[config.mk]
export PLATFORM = sky130hd
export DESIGN_NAME = sdd_top
export DESIGN_NICKNAME = d
export VERILOG_FILES = /design/src/verilog/sdd_pkg.sv /design/src/verilog/sdd_if.sv /design/src/verilog/sdd_sync.sv /design/src/verilog/sdd_delay.sv /design/src/verilog/sdd_top.sv
export SDC_FILE = /design/constraint.sdc
export NUM_CORES = 1
export LEC_CHECK = 0
export BUFFER_PORTS_ARGS = -buffer_cell sky130_fd_sc_hd__buf_2
export CAP_MARGIN = 10
export CORE_ASPECT_RATIO = 1.5
export CORE_MARGIN = 1
export CORE_UTILIZATION = 45
export CTS_CLUSTER_SIZE = 40
export DETAILED_ROUTE_END_ITERATION = 7
export PLACE_DENSITY = 0.74
export SLEW_MARGIN = 20
export SYNTH_ARGS = -nofsm -noshare
export SYNTH_HDL_FRONTEND = slang
export SYNTH_SLANG_ARGS = --single-unit
[constraint.sdc]
create_clock -name pclk -period 1.8 [get_ports pclk]
set_input_delay 0.36 -clock pclk [delete_from_list [all_inputs] [get_ports pclk]]
set_output_delay 0.36 -clock pclk [all_outputs]
set_load 0.02 [all_outputs]
[src/verilog/sdd_pkg.sv]
// Function
// - three-bit code picks one of eight trip levels
// - status high while supply below trip level
// - enable bit powers detector on or off
// - sleep forces detector off despite enable
// - request flag set after fixed delay from status
// - request set in sleep or idle wakes core; here only a detector set of a clear flag in idle wakes
// - reference enabled automatically while detector used
// - status follows comparator unfiltered, may toggle
// - per-source enable and flag, plus global enable
package sdd_pkg;

	localparam int unsigned CLK_PERIOD_PS         = 25000;
	localparam int unsigned IRQ_ASSERT_DELAY_NS   = 1000;
	localparam int unsigned IRQ_ASSERT_DELAY_CYC  =
		(IRQ_ASSERT_DELAY_NS * 1000 + CLK_PERIOD_PS - 1) / CLK_PERIOD_PS;
	localparam int unsigned DETECTOR_SETTLE_NS    = 2000;
	localparam int unsigned DETECTOR_SETTLE_CYC   =
		(DETECTOR_SETTLE_NS * 1000 + CLK_PERIOD_PS - 1) / CLK_PERIOD_PS;

	localparam logic [7:0]  ADDR_CONTROL          = 8'h00;
	localparam logic [7:0]  ADDR_IRQ_CTRL         = 8'h04;
	localparam logic [7:0]  ADDR_EVENT_STATUS     = 8'h08;
	localparam logic [7:0]  ADDR_EVENT_MASK       = 8'h0C;

	localparam int unsigned CTRL_LEVEL_LSB        = 0;
	localparam int unsigned CTRL_LEVEL_W          = 3;
	localparam int unsigned CTRL_REF_BIT          = 3;
	localparam int unsigned CTRL_EN_BIT           = 4;
	localparam int unsigned CTRL_STATUS_BIT       = 5;
	localparam logic [7:0]  CTRL_RESET            = 8'h00;

	localparam int unsigned IRQ_GIE_BIT           = 0;
	localparam int unsigned IRQ_EN_BIT            = 1;
	localparam int unsigned IRQ_FLAG_BIT          = 2;
	localparam int unsigned IRQ_SETTLED_BIT       = 3;

	localparam int unsigned EV_W                  = 4;
	localparam int unsigned EV_FLAG_SET           = 0;
	localparam int unsigned EV_LOW_RISE           = 1;
	localparam int unsigned EV_LOW_FALL           = 2;
	localparam int unsigned EV_WAKE               = 3;
	localparam logic [3:0]  EV_RESET              = 4'h0;

	typedef logic [CTRL_LEVEL_W-1:0] sdd_level_t;

	typedef enum logic [1:0] {
		SDD_OFF,
		SDD_SETTLING,
		SDD_READY
	} sdd_det_state_t;

endpackage : sdd_pkg

[src/verilog/sdd_if.sv]
`timescale 1ns/1ps
interface sdd_if;
	logic cmp_sync;
	logic arm;
	logic fire;

	modport sync_mp  (output cmp_sync);
	modport delay_mp (input arm, output fire);
	modport top_mp   (input cmp_sync, output arm, input fire);
endinterface : sdd_if

[src/verilog/sdd_sync.sv]
`timescale 1ns/1ps
module sdd_sync
	import sdd_pkg::*;
(
	input  wire logic pclk,
	input  wire logic presetn,
	input  wire logic cmp_low_async,
	sdd_if.sync_mp    ifc
);
	typedef struct packed {
		logic meta;
		logic stable;
	} sdd_sync_state_t;

	sdd_sync_state_t st_q;
	sdd_sync_state_t st_d;

	always_comb begin
		st_d        = st_q;
		st_d.meta   = cmp_low_async;
		st_d.stable = st_q.meta;
	end

	always_ff @(posedge pclk or negedge presetn) begin
		if (!presetn) begin
			st_q <= '0;
		end else begin
			st_q <= st_d;
		end
	end

	assign ifc.cmp_sync = st_q.stable;
endmodule : sdd_sync

[src/verilog/sdd_delay.sv]
`timescale 1ns/1ps
module sdd_delay
	import sdd_pkg::*;
#(
	parameter int unsigned DELAY_CYC = IRQ_ASSERT_DELAY_CYC
)(
	input  wire logic pclk,
	input  wire logic presetn,
	sdd_if.delay_mp   ifc
);
	localparam int unsigned CW = (DELAY_CYC < 2) ? 1 : $clog2(DELAY_CYC + 1);

	if (DELAY_CYC < 1 || DELAY_CYC > 4096) begin : g_bad_delay
		$error("sdd_delay: DELAY_CYC out of range");
	end

	typedef struct packed {
		logic [CW-1:0] cnt;
		logic          done;
		logic          fire;
	} sdd_delay_state_t;

	sdd_delay_state_t st_q;
	sdd_delay_state_t st_d;

	always_comb begin
		st_d      = st_q;
		st_d.fire = 1'b0;
		if (!ifc.arm) begin
			st_d.cnt  = '0;
			st_d.done = 1'b0;
		end else if (!st_q.done) begin
			if (st_q.cnt == CW'(DELAY_CYC - 1)) begin
				st_d.done = 1'b1;
				st_d.fire = 1'b1;
			end else begin
				st_d.cnt = st_q.cnt + 1'b1;
			end
		end
	end

	always_ff @(posedge pclk or negedge presetn) begin
		if (!presetn) begin
			st_q <= '0;
		end else begin
			st_q <= st_d;
		end
	end

	assign ifc.fire = st_q.fire;
endmodule : sdd_delay

[src/verilog/sdd_top.sv]
// Local design decisions: the APB register port and the register offsets.
`timescale 1ns/1ps
module sdd_top
	import sdd_pkg::*;
#(
	parameter int unsigned IRQ_DELAY_CYC = IRQ_ASSERT_DELAY_CYC,
	parameter int unsigned SETTLE_CYC    = DETECTOR_SETTLE_CYC
)(
	input  wire logic        pclk,
	input  wire logic        presetn,
	input  wire logic        psel,
	input  wire logic        penable,
	input  wire logic        pwrite,
	input  wire logic [7:0]  paddr,
	input  wire logic [31:0] pwdata,
	output logic      [31:0] prdata,
	output logic             pready,
	output logic             pslverr,
	input  wire logic        cmp_low_async,
	input  wire logic        sleep_mode,
	input  wire logic        idle_mode,
	output logic [2:0]       trip_level_select,
	output logic             detector_power_on,
	output logic             reference_on,
	output logic             irq_req,
	output logic             wake_req,
	output logic             irq
);
	localparam int unsigned SW = (SETTLE_CYC < 2) ? 1 : $clog2(SETTLE_CYC + 1);

	if (SETTLE_CYC < 1 || SETTLE_CYC > 4096) begin : g_bad_settle
		$error("sdd_top: SETTLE_CYC out of range");
	end

	typedef struct packed {
		sdd_level_t      level;
		logic            ref_bit;
		logic            det_en;
		logic            low_status;
		logic            glob_en;
		logic            droop_en;
		logic            droop_flag;
		sdd_det_state_t  det_state;
		logic [SW-1:0]   settle_cnt;
		logic [EV_W-1:0] ev_status;
		logic [EV_W-1:0] ev_mask;
		logic            wake;
		logic [31:0]     rdata;
	} sdd_top_state_t;

	sdd_top_state_t st_q;
	sdd_top_state_t st_d;

	sdd_if ifc ();

	sdd_sync u_sync (
		.pclk          (pclk),
		.presetn       (presetn),
		.cmp_low_async (cmp_low_async),
		.ifc           (ifc.sync_mp)
	);

	sdd_delay #(
		.DELAY_CYC (IRQ_DELAY_CYC)
	) u_delay (
		.pclk    (pclk),
		.presetn (presetn),
		.ifc     (ifc.delay_mp)
	);

	assign ifc.arm = st_q.low_status;

	// decoded bus phases
	logic        setup_ph;
	logic        access_ph;
	logic        addr_hit;
	logic        wr_ctrl;
	logic        wr_irq;
	logic        wr_stat;
	logic        wr_mask;
	logic        det_on;
	logic        low_now;
	logic        low_rise;
	logic        low_fall;
	logic        flag_set;
	logic        wake_set;
	logic        settled;
	logic [EV_W-1:0] ev_set;
	logic [31:0] rd_mux;

	always_comb begin
		setup_ph  = psel & ~penable;
		access_ph = psel & penable;
		addr_hit  = (paddr == ADDR_CONTROL) | (paddr == ADDR_IRQ_CTRL) |
			(paddr == ADDR_EVENT_STATUS) | (paddr == ADDR_EVENT_MASK);
		wr_ctrl   = access_ph & pwrite & (paddr == ADDR_CONTROL);
		wr_irq    = access_ph & pwrite & (paddr == ADDR_IRQ_CTRL);
		wr_stat   = access_ph & pwrite & (paddr == ADDR_EVENT_STATUS);
		wr_mask   = access_ph & pwrite & (paddr == ADDR_EVENT_MASK);
	end

	// detector power and reference
	always_comb begin
		det_on  = st_q.det_en & ~sleep_mode;
		low_now = det_on & ifc.cmp_sync;
		settled = (st_q.det_state == SDD_READY);
	end

	// edge and event detection
	always_comb begin
		low_rise = low_now & ~st_q.low_status;
		low_fall = ~low_now & st_q.low_status;
		flag_set = ifc.fire & det_on;
		wake_set = flag_set & ~st_q.droop_flag & (sleep_mode | idle_mode);
		ev_set   = '0;
		ev_set[EV_FLAG_SET] = flag_set;
		ev_set[EV_LOW_RISE] = low_rise;
		ev_set[EV_LOW_FALL] = low_fall;
		ev_set[EV_WAKE]     = wake_set;
	end

	// read data selection
	always_comb begin
		rd_mux = '0;
		unique case (paddr)
			ADDR_CONTROL: begin
				rd_mux[CTRL_LEVEL_LSB +: CTRL_LEVEL_W] = st_q.level;
				rd_mux[CTRL_REF_BIT]                   = st_q.ref_bit;
				rd_mux[CTRL_EN_BIT]                    = st_q.det_en;
				rd_mux[CTRL_STATUS_BIT]                = st_q.low_status;
			end
			ADDR_IRQ_CTRL: begin
				rd_mux[IRQ_GIE_BIT]     = st_q.glob_en;
				rd_mux[IRQ_EN_BIT]      = st_q.droop_en;
				rd_mux[IRQ_FLAG_BIT]    = st_q.droop_flag;
				rd_mux[IRQ_SETTLED_BIT] = settled;
			end
			ADDR_EVENT_STATUS: begin
				rd_mux[EV_W-1:0] = st_q.ev_status;
			end
			ADDR_EVENT_MASK: begin
				rd_mux[EV_W-1:0] = st_q.ev_mask;
			end
			default: begin
				rd_mux = '0;
			end
		endcase
	end

	// next state
	always_comb begin
		st_d = st_q;

		// status mirrors the comparator with no filter
		st_d.low_status = low_now;

		// settle tracking after enable
		unique case (st_q.det_state)
			SDD_OFF: begin
				st_d.settle_cnt = '0;
				if (det_on) begin
					st_d.det_state = SDD_SETTLING;
				end
			end
			SDD_SETTLING: begin
				if (!det_on) begin
					st_d.det_state = SDD_OFF;
				end else if (st_q.settle_cnt == SW'(SETTLE_CYC - 1)) begin
					st_d.det_state = SDD_READY;
				end else begin
					st_d.settle_cnt = st_q.settle_cnt + 1'b1;
				end
			end
			SDD_READY: begin
				if (!det_on) begin
					st_d.det_state = SDD_OFF;
				end
			end
			default: begin
				st_d.det_state = SDD_OFF;
			end
		endcase

		// control register
		if (wr_ctrl) begin
			st_d.level   = pwdata[CTRL_LEVEL_LSB +: CTRL_LEVEL_W];
			st_d.ref_bit = pwdata[CTRL_REF_BIT];
			st_d.det_en  = pwdata[CTRL_EN_BIT];
		end

		// enable and flag pair, plus global enable
		if (wr_irq) begin
			st_d.glob_en    = pwdata[IRQ_GIE_BIT];
			st_d.droop_en   = pwdata[IRQ_EN_BIT];
			st_d.droop_flag = pwdata[IRQ_FLAG_BIT];
		end
		if (flag_set) begin
			st_d.droop_flag = 1'b1;
		end

		// sticky events, write one to clear, set wins
		st_d.ev_status = st_q.ev_status;
		if (wr_stat) begin
			st_d.ev_status = st_q.ev_status & ~pwdata[EV_W-1:0];
		end
		st_d.ev_status = st_d.ev_status | ev_set;

		if (wr_mask) begin
			st_d.ev_mask = pwdata[EV_W-1:0];
		end

		// wake request held until the core leaves low power
		if (wake_set) begin
			st_d.wake = 1'b1;
		end else if (!sleep_mode && !idle_mode) begin
			st_d.wake = 1'b0;
		end

		// read data captured in setup phase
		if (setup_ph && !pwrite) begin
			st_d.rdata = rd_mux;
		end
	end

	always_ff @(posedge pclk or negedge presetn) begin
		if (!presetn) begin
			st_q            <= '0;
			st_q.level      <= CTRL_RESET[CTRL_LEVEL_LSB +: CTRL_LEVEL_W];
			st_q.ref_bit    <= CTRL_RESET[CTRL_REF_BIT];
			st_q.det_en     <= CTRL_RESET[CTRL_EN_BIT];
			st_q.det_state  <= SDD_OFF;
			st_q.ev_status  <= EV_RESET;
			st_q.ev_mask    <= EV_RESET;
		end else begin
			st_q <= st_d;
		end
	end

	// bus answer: zero wait states, error on unmapped address
	assign pready  = access_ph;
	assign pslverr = access_ph & ~addr_hit;
	assign prdata  = st_q.rdata;

	assign trip_level_select = st_q.level;
	assign detector_power_on = det_on;
	assign reference_on      = det_on | st_q.ref_bit;
	assign irq_req  = st_q.droop_flag & st_q.droop_en & st_q.glob_en;
	assign wake_req = st_q.wake;
	assign irq      = |(st_q.ev_status & st_q.ev_mask);
endmodule : sdd_top

==> flow_metrics.tcl, run 1 <==
set metrics [dict create \
    outcome "finished, violations left" \
    violations "negative setup slack" \
    seq_area_frac_synth_pct 43.9 \
    ios 90 \
    dieWidth_um 62.2 \
    final-setup-viol-count 1 \
    final_hold_viol_count 0 \
    drcViolationCount 0 \
    skew_ns 0.00761 \
    dieArea_um2 5750 \
    ir_drop_mv 0.408 \
    io_buffers 36 \
    area_delta_synth_final_pct 16.2 \
    path_class "input pin to output port" \
    root_buffer "clkbuf_8" \
    path_max_fanout 2 \
    fin_crit_sh_pct 102 \
    drive_gt1_share_pct 33.6 \
    avgSynthCellArea_um2 10.5 \
    n_antenna_cell 0 \
    final_cell_mix "dfrtp_1, buf_2, conb_1" \
    core.rowCount 32 \
    cp-startpoint "paddr[4]" \
    cp.arrival_ns 1.48 \
    num-nets-final 329 \
    dp_hpwl_um 3750 \
    syn_inst 233 \
    power.total_uw 1920 \
    cts_htree_levels 2 \
    holdCritPathClass "input pin to flop" \
    dieHeight_um 92.3 \
    vias 1868 \
    synth-async-reset-ratio_pct 100 \
    clock-sinks 43 \
    synth-edff-count 0 \
    crit_required_ns 1.44 \
    cts_buffers 5 \
    final_util_pct 54.7 \
    cts_buffer_depth 2 \
    via_per_inst 5.37 \
    cp-start-kind "input pin" \
    hold_path_startpoint "cmp_low_async" \
    endpoint_kind "output port" \
    grt_setup_unrepaired "yes" \
    cts_tree "done" \
    yosys_warnings 0 \
    grtUsageTotal_pct 18.3 \
    coreArea_um2 5200 \
    grt_pass1_vias 1744 \
    drv_slew 0 \
    grt_max_degree 29 \
    final.min_clock_period_ns 1.84 \
    clk_latency_ns 0.30 \
    p_leak_uw 0.00138 \
    drt_iter0_drc 54 \
    synth_flop_cell "dfrtp_1" \
    ant_nets 0 \
    wl_per_cell_um 14.2 \
    grt_pass1_wl_um 8300 \
    clk_pin_slew_worst_paths_ns 0.08 \
    initial_core_util_pct 47.0 \
    grt-ovfl-total 0 \
    reg2reg_from "st_q[41]" \
    synth_area_um2 2450 \
    max_freq_ghz 0.544 \
    maxCapViolCount 0 \
    worst_slack_ns -0.0374 \
    powerDensity_nw_per_um2 674 \
    drtPass1Iterations 4 \
    antenna_found_initial 0 \
    finalWirelength_um 4950 \
    final_common_cell "dfrtp_1" \
    gp_congestion 0.785 \
    ys_types 52 \
    place_ws_ns -0.196 \
    synth_seq_cells 43 \
]
## cell families (layout without fill, tap and decap cells)
kind of cell / after synthesis / in the layout / share of synthesized area, %
adder cells (fa/ha/maj): 2 / 2 / 1.02
multiplexers: 16 / 16 / 9.76
flip-flops: 43 / 43 / 43.9
AO/OA/AOI/OAI: 47 / 47 / 14.0
AND/OR/NAND/NOR: 65 / 65 / 16.2
buffers and inverters: 58 / 80 / 14.6
other: 1 / 26 / 0.153
XOR/XNOR: 1 / 1 / 0.358
## metrics by stage
step                      hold WS (ns)  area [µm²]  setup TNS, ns  instances
after floorplan                 0.0644        2580          -1.10        258
after global placement           0.318        2700          -2.08        338
after detailed placement         0.311        2700          -2.25        338
after CTS                        0.160        2850        -0.0500        348
after global routing             0.163        2850        -0.0619        348
final                            0.169        2850        -0.0374        348
## worst max-delay path, stage by stage
cell and delay [ns]:
buf_6 0.09, or4_4 0.53, or2_4 0.24, and2_4 0.13, buf_6 0.12
## where the power goes
| group | switching (µW) | internal, µW | leakage [µW] |
|---|---|---|---|
| Sequential | 5.00 | 972 | 0.000580 |
| Combinational | 115 | 59.1 | 0.000740 |
| Clock | 346 | 421 | 0.0000587 |
| Total | 467 | 1450 | 0.00138 |
## layout make-up
class | count | area [µm²]
Fill cell | 479 | 2360
Multi-Input combinational cell | 157 | 1140
Sequential cell | 43 | 1080
Timing Repair Buffer | 59 | 380
Tap cell | 68 | 85.1
Clock buffer | 5 | 68.8
Inverter | 13 | 48.8
Clock inverter | 3 | 47.5
## registers in the layout, summed over array words and instances (netlist names)
name and count:
u_sync.st_d 1, u_sync.ifc.cmp_sync 1, trip_level_select 3, ifc.arm 1
st_q 22, wake_req 1, prdata 6, u_delay.st_q 7
u_delay.ifc.fire 1
## synthesized netlist by cell type (all sizes together) (2+ instances only)
library cell	count	area (µm²)
nor2	6	22.5
o31ai	4	30.0
a31oi	4	25.0
nor2b	3	18.8
o21ai	4	20.0
or3	3	18.8
nand3	5	25.0
nand4b	3	26.3
dfrtp	43	1080
clkbuf	8	30.0
or4	4	33.8
o211ai	5	37.5
ha	2	25.0
mux2	11	139
buf	37	279
a41oi	2	17.5
and3	2	12.5
nand2	16	60.1
o311ai	3	26.3
nor4bb	2	20.0
nor4	3	33.8
inv	13	48.8
a21oi	9	45.0
and2	4	25.0
a22o	5	43.8
or3b	3	26.3
or2	2	12.5
nand2b	4	25.0
mux4	4	90.1
a22oi	2	15.0
## path summary, 6_finish.rpt
path                                            end  slack (ns)  depth (start not counted)
worst max-delay path                        pslverr       -0.04                          5
worst min-delay path                 u_sync.st_d[0]        0.17                          1
worst max register to register             st_q[45]        0.18                          4
worst min register to register  u_sync.ifc.cmp_sync        0.36                          0
max in group asynchronous                  st_q[35]        0.82                          3
min in group asynchronous                  st_q[55]        0.52                          2
## routing by layer
layer	vias to the layer above	part of all wire [%]	GRT usage, %
met5	-	0	0
li1	879	-	-
met1	921	42	22.4
met4	0	1.4	6.78
met3	8	4.2	4.19
met2	60	53	31.3
## timing repair
action                                  4_1_cts  5_1_grt
endpoints found under the setup margin        1        3
gates resized for setup                       4        1
setup buffers                                 1        0
hold endpoints to repair                     15        0
pin swaps                                     2        1
hold buffers                                  1        0
Power figures use the tool's default switching activity.
==> run 2: changes to the inputs <==
--- a/config.mk
+++ b/config.mk
@@ -12,7 +12,9 @@
 export CORE_UTILIZATION = 45
 export CTS_CLUSTER_SIZE = 40
 export DETAILED_ROUTE_END_ITERATION = 7
+export GPL_TIMING_DRIVEN = 0
 export PLACE_DENSITY = 0.74
+export REMOVE_ABC_BUFFERS = 1
 export SLEW_MARGIN = 20
 export SYNTH_ARGS = -nofsm -noshare
 export SYNTH_HDL_FRONTEND = slang
==> run 2 against run 1 <==
  * Sequential power is essentially flat
  * Routed wire length fell by 1.1%
  * Highest routed layer unchanged
  * Final cell count is 4.6% lower
  * Critical path type unchanged
  * The flow still finishes with violations (negative setup slack)
  * Critical endpoint unchanged
  * Sequential share of layout area grew 2.4 points
==> flow_metrics.tcl, run 2 (synthesized netlist as in run 1, its figures left out) <==
set metrics [dict create \
    grt_max_degree 44 \
    cpMostUsedCell "buf_6" \
    reg2reg_from "st_q[41]" \
    cts_tree "done" \
    path_class "input pin to output port" \
    cp.arrival_ns 1.53 \
    root_buffer "clkbuf_8" \
    crit_required_ns 1.44 \
    finalWirelength_um 4900 \
    powerDensity_nw_per_um2 642 \
    grt_setup_unrepaired "yes" \
    dieArea_um2 5750 \
    p_leak_uw 0.00127 \
    slowest_delay_ns 0.55 \
    cts_buffers 5 \
    ir_drop_mv 0.389 \
    core.rowCount 32 \
    r2r_setup_slack_ns 0.08 \
    worst_path_max_delay_cell "or4_4" \
    max-slew-margin-rel_pct 36.3 \
    clk_pin_slew_worst_paths_ns 0.07 \
    reg2reg_depth 4 \
    path_buf_inv 2 \
    final_common_cell "dfrtp_1" \
    grt-ovfl-total 0 \
    endpoint_kind "output port" \
    tns_ns -0.182 \
    area_delta_synth_final_pct 9.56 \
    n_antenna_cell 0 \
    dp_hpwl_um 3490 \
    drcViolationCount 0 \
    coreArea_um2 5200 \
    crit_end "pslverr" \
    grt_pass1_vias 1621 \
    dieHeight_um 92.3 \
    skew_ns 0.00346 \
    cp-startpoint "paddr[1]" \
    via_per_inst 5.50 \
    max_freq_ghz 0.529 \
    place_ws_ns -0.511 \
    dieWidth_um 62.2 \
    gp_congestion 0.801 \
    initial_core_util_pct 47.0 \
    drive_gt1_share_pct 30.7 \
    clock-sinks 43 \
    drv_slew 0 \
    clk_latency_ns 0.29 \
    ios 90 \
    worst_slew_pin_slew_ns 0.955 \
    final.min_clock_period_ns 1.89 \
    vias 1826 \
    violations "negative setup slack" \
    drt_iter0_drc 56 \
    largest_register "st_q" \
    cp-start-kind "input pin" \
    ant_nets 0 \
    postCtsHoldBufs 0 \
    io_buffers 36 \
    power.total_uw 1720 \
    critPathTopFamily "simple AND/OR/NAND/NOR gates" \
    maxCapViolCount 0 \
    final_hold_viol_count 0 \
    num-nets-final 313 \
    final-setup-viol-count 7 \
    grtUsageTotal_pct 17.7 \
    cts_buffer_depth 2 \
    final_cell_mix "dfrtp_1, buf_2, conb_1" \
    grt_pass1_wl_um 7970 \
    final_util_pct 51.5 \
    crit_cells 5 \
    min_path_cells 1 \
    drtPass1Iterations 4 \
    r2r-end "st_q[45]" \
    wl_per_cell_um 14.8 \
    antenna_found_initial 0 \
    path_cells "buf_6 > or4_4 > or2_4 > and2_4 > buf_6" \
    outcome "finished, violations left" \
    holdCritPathClass "input pin to flop" \
    path_max_fanout 4 \
    worst_slack_ns -0.0894 \
    cts_htree_levels 2 \
    largest_reg_flops 22 \
    fin_crit_sh_pct 105 \
]
==> run 2: changes by cell type in the layout (fill, tap and decap cells not counted), moves of 2 or more <==
| cell | before | now |
|---|---|---|
| dfrtp_2 | 0 | 2 |
| clkbuf_1 | 0 | 2 |
| buf_4 | 21 | 7 |
| mux2_2 | 3 | 7 |
| mux2_4 | 8 | 4 |
| dfrtp_1 | 43 | 41 |
==> run 2: worst register-to-register path, stage by stage (launching register included) <==
cell     delay (ns)
dfrtp_1        0.45
ha_1           0.27
nand3_2        0.19
or4b_2         0.67
nand3_1        0.09
==> run 2: worst min-delay path by stage <==
stage | end | startpoint
final | u_sync.st_d[0] | cmp_low_async
after global routing | u_sync.st_d[0] | cmp_low_async
after CTS | u_sync.st_d[0] | cmp_low_async
after detailed placement | u_sync.ifc.cmp_sync | u_sync.st_d[0]
after global placement | u_sync.ifc.cmp_sync | u_sync.st_d[0]
after floorplan | ifc.arm | presetn
==> run 2: layout make-up <==
| type | instances | area, µm² |
|---|---|---|
| fill | 482 | 2520 |
| multi-input combinational | 157 | 1130 |
| sequential | 43 | 1080 |
| timing repair buffer | 43 | 251 |
| tap | 68 | 85.1 |
| clock buffer | 7 | 76.3 |
| inverter | 13 | 51.3 |
| clock inverter | 1 | 5.00 |
==> run 2: report_power, final <==
| part | switching, µW | internal (µW) |
|---|---|---|
| registers | 5.50 | 972 |
| clock network | 312 | 272 |
| logic | 112 | 48.0 |
==> run 2: layer usage <==
metal	GRT usage, %	part of all wire, %	wire length (µm)	vias to the layer above
met5	0	0	0	-
met4	6.20	2.1	104	0
met3	3.94	5.0	243	9
met2	31.0	51	2520	67
met1	21.2	41	2030	903
li1	-	-	-	847
==> run 2: per-stage QoR <==
step	hold slack (ns)	area, µm²	cells
global route	0.165	2680	332
CTS	0.166	2630	329
finish	0.174	2680	332
global placement	0.338	2500	317
detailed placement	0.335	2500	317
floorplan	0.0644	2230	213
==> run 2: what timing repair did <==
action | CTS | global route
endpoints found under the setup margin | 18 | 12
buffers inserted | 4 | 3
pin swaps | 3 | 2
resized for setup | 7 | 7
hold endpoints to repair | 0 | 0
==> run 3: changes to the inputs <==
--- a/config.mk
+++ b/config.mk
@@ -5,15 +5,18 @@
 export SDC_FILE = /design/constraint.sdc
 export NUM_CORES = 1
 export LEC_CHECK = 0
+export ABC_AREA = 1
 export BUFFER_PORTS_ARGS = -buffer_cell sky130_fd_sc_hd__buf_2
 export CAP_MARGIN = 10
+export CELL_PAD_IN_SITES_DETAIL_PLACEMENT = 0
+export CELL_PAD_IN_SITES_GLOBAL_PLACEMENT = 1
 export CORE_ASPECT_RATIO = 1.5
 export CORE_MARGIN = 1
-export CORE_UTILIZATION = 45
+export CORE_UTILIZATION = 31
 export CTS_CLUSTER_SIZE = 40
 export DETAILED_ROUTE_END_ITERATION = 7
 export GPL_TIMING_DRIVEN = 0
-export PLACE_DENSITY = 0.74
+export PLACE_DENSITY = 0.72
 export REMOVE_ABC_BUFFERS = 1
 export SLEW_MARGIN = 20
 export SYNTH_ARGS = -nofsm -noshare
==> run 3 against run 2 <==
  * The run now ends clean
  * Non-clock buffer count shrank 7
  * Combinational power down 8%
  * Routed wire length up 7.3%
  * Clock power grew 5.0%
  * Die area grew 40%
  * Via count up 5.5%
  * Critical path type is now flop to output port
==> flow_metrics.tcl, run 3 <==
set metrics [dict create \
    wl_per_cell_um 12.1 \
    maxCapViolCount 0 \
    ant_nets 0 \
    synth.largest_area_cell "dfrtp_1" \
    ir_drop_mv 0.289 \
    endpoint_kind "output port" \
    via_per_inst 4.43 \
    slowest_delay_ns 0.42 \
    area_delta_synth_final_pct 9.30 \
    core.rowCount 38 \
    avgSynthCellArea_um2 7.88 \
    grt_pass1_wl_um 8650 \
    drt_iter0_drc 116 \
    final.min_clock_period_ns 1.72 \
    drtPass1Iterations 4 \
    synth_area_um2 2380 \
    largest_register "st_q" \
    io_buffers 36 \
    vias 1927 \
    final_util_pct 35.5 \
    finalWirelength_um 5260 \
    n_antenna_cell 0 \
    coreArea_um2 7320 \
    root_buffer "clkbuf_8" \
    yosys.area.top_type_share_pct 45.2 \
    dp_hpwl_um 3960 \
    worst_slack_ns 0.0774 \
    fillers 823 \
    grt_max_degree 44 \
    r2r-end "st_q[44]" \
    path_cells "nand2_2 > inv_2 > or2_2 > buf_2" \
    dieArea_um2 8040 \
    num-nets-final 384 \
    multi_input_area_um2 1040 \
    ios 90 \
    dieHeight_um 109 \
    grt_setup_unrepaired "no" \
    initial_core_util_pct 32.5 \
    final_common_cell "nand2_1" \
    synth-async-reset-ratio_pct 100 \
    ys_types 28 \
    postCtsHoldBufs 0 \
    synth_commonest_cells "nand2_1, dfrtp_1, buf_4, nand3_1, inv_1" \
    antenna_found_initial 0 \
    crit_required_ns 1.44 \
    reg2reg_from "st_q[41]" \
    synth-edff-count 0 \
    place_ws_ns 0.185 \
    clock-sinks 43 \
    max-slew-margin-rel_pct 63.2 \
    cp-start-kind "flop" \
    synth_flop_cell "dfrtp_1" \
    powerDensity_nw_per_um2 670 \
    max_freq_ghz 0.581 \
    path_class "flop to output port" \
    synth_area_leaders "dfrtp_1, nand2_1, buf_4" \
    final-setup-viol-count 0 \
    layoutNonFillerInstCount 435 \
    path_max_fanout 5 \
    synth_seq_cells 43 \
    yosysMostFrequentCell "nand2_1" \
    outcome "complete, no violations" \
    dp_cells 427 \
    fin_crit_sh_pct 95.7 \
    dieWidth_um 73.6 \
    drive_gt1_share_pct 17.0 \
    cp.arrival_ns 1.36 \
    clk_latency_ns 0.29 \
    regArea_um2 1080 \
    final_cell_mix "nand2_1, dfrtp_1, buf_2" \
    holdCritPathClass "input pin to asynchronous set/reset pin" \
    reg2reg_depth 6 \
    yosys_warnings 0 \
    largest_reg_flops 22 \
    grt_pass1_vias 1827 \
    final_hold_viol_count 0 \
    seq_area_frac_synth_pct 45.2 \
    r2r_setup_slack_ns 0.30 \
    grt-ovfl-total 0 \
    cts_buffers 5 \
    syn_inst 302 \
    worst_slew_pin_slew_ns 0.552 \
    tns_ns 0 \
    gp_congestion 0.824 \
    drv_slew 0 \
    grtUsageTotal_pct 14.2 \
    cts_buffer_depth 2 \
    p_leak_uw 0.00145 \
    skew_ns 0.00950 \
    cts_tree "done" \
    drcViolationCount 0 \
    cts_htree_levels 2 \
    clk_pin_slew_worst_paths_ns 0.09 \
    worst_path_max_delay_cell "dfrtp_1" \
]
-- run 3: cell types whose count changed after synthesis, sizes merged, moves of 8 or more --
cell,before,now
clkbuf,8,0
o21ai,4,29
nor2,6,27
nand3,5,28
mux2,11,0
inv,13,26
nand2,16,87
-- run 3: cells by family (layout without fill, tap and decap cells) --
group           Yosys count  in the layout  synth area share [%]
compound gates           36             36                  8.25
xor+xnor                  2              2                 0.736
fa+ha+maj                 2              2                  1.05
buf+inv                  62             70                  15.3
flops                    43             43                  45.2
other cells               1             26                 0.157
simple gates            156            156                  29.3
-- run 3: how the worst max path moves through the flow --
stage                          start  slack, ns           end
after floorplan             paddr[0]       0.33       pslverr
after global placement    sleep_mode       0.17  reference_on
after detailed placement  sleep_mode       0.18  reference_on
after CTS                   st_q[54]     0.0006  reference_on
after global routing        st_q[54]      0.003  reference_on
final                       st_q[54]       0.08  reference_on
-- run 3: layer usage --
metal | GRT usage (%) | vias up | share of wire [%]
met4 | 6.59 | 0 | 2.1
met5 | 0 | - | 0
li1 | - | 975 | -
met1 | 16.4 | 889 | 44
met3 | 2.66 | 8 | 3.3
met2 | 25.0 | 55 | 51
-- run 3: cell type report --
| type | instances | area share [%] |
|---|---|---|
| clock buffers | 6 | 2.79 |
| clock inverters | 2 | 0.481 |
| inverters | 26 | 3.75 |
| multi-input cells | 222 | 39.8 |
| flip-flops and latches | 43 | 41.3 |
| well taps | 100 | 4.81 |
| repair buffers | 36 | 7.02 |
-- run 3: what timing repair did --
action,in CTS,in global routing
setup buffers,0,0
setup endpoints to repair,1,1
pin swaps,0,1
cloned,0,0
resized for setup,1,1
-- run 3: worst max-delay path: cells and delay by family, from the launching register on --
family | cells | cell delay [ns]
buffers and inverters | 2 | 0.24
AND/OR/NAND/NOR | 2 | 0.41
flip-flops | 1 | 0.42
-- run 3: per-stage QoR --
step	instance area (µm²)	power, µW	hold slack (ns)
floorplan	2210	1090	0.0644
global placement	2510	1150	0.335
detailed placement	2510	1150	0.340
CTS	2600	1780	0.154
global route	2600	1830	0.0798
finish	2600	1740	0.0448
-- run 3: where the power goes --
| part | switching, µW | leakage [µW] | internal, µW |
|---|---|---|---|
| Sequential | 8.07 | 0.000595 | 976 |
| Clock | 341 | 0.0000412 | 272 |
| Combinational | 118 | 0.000814 | 30.5 |
| Total | 467 | 0.00145 | 1280 |
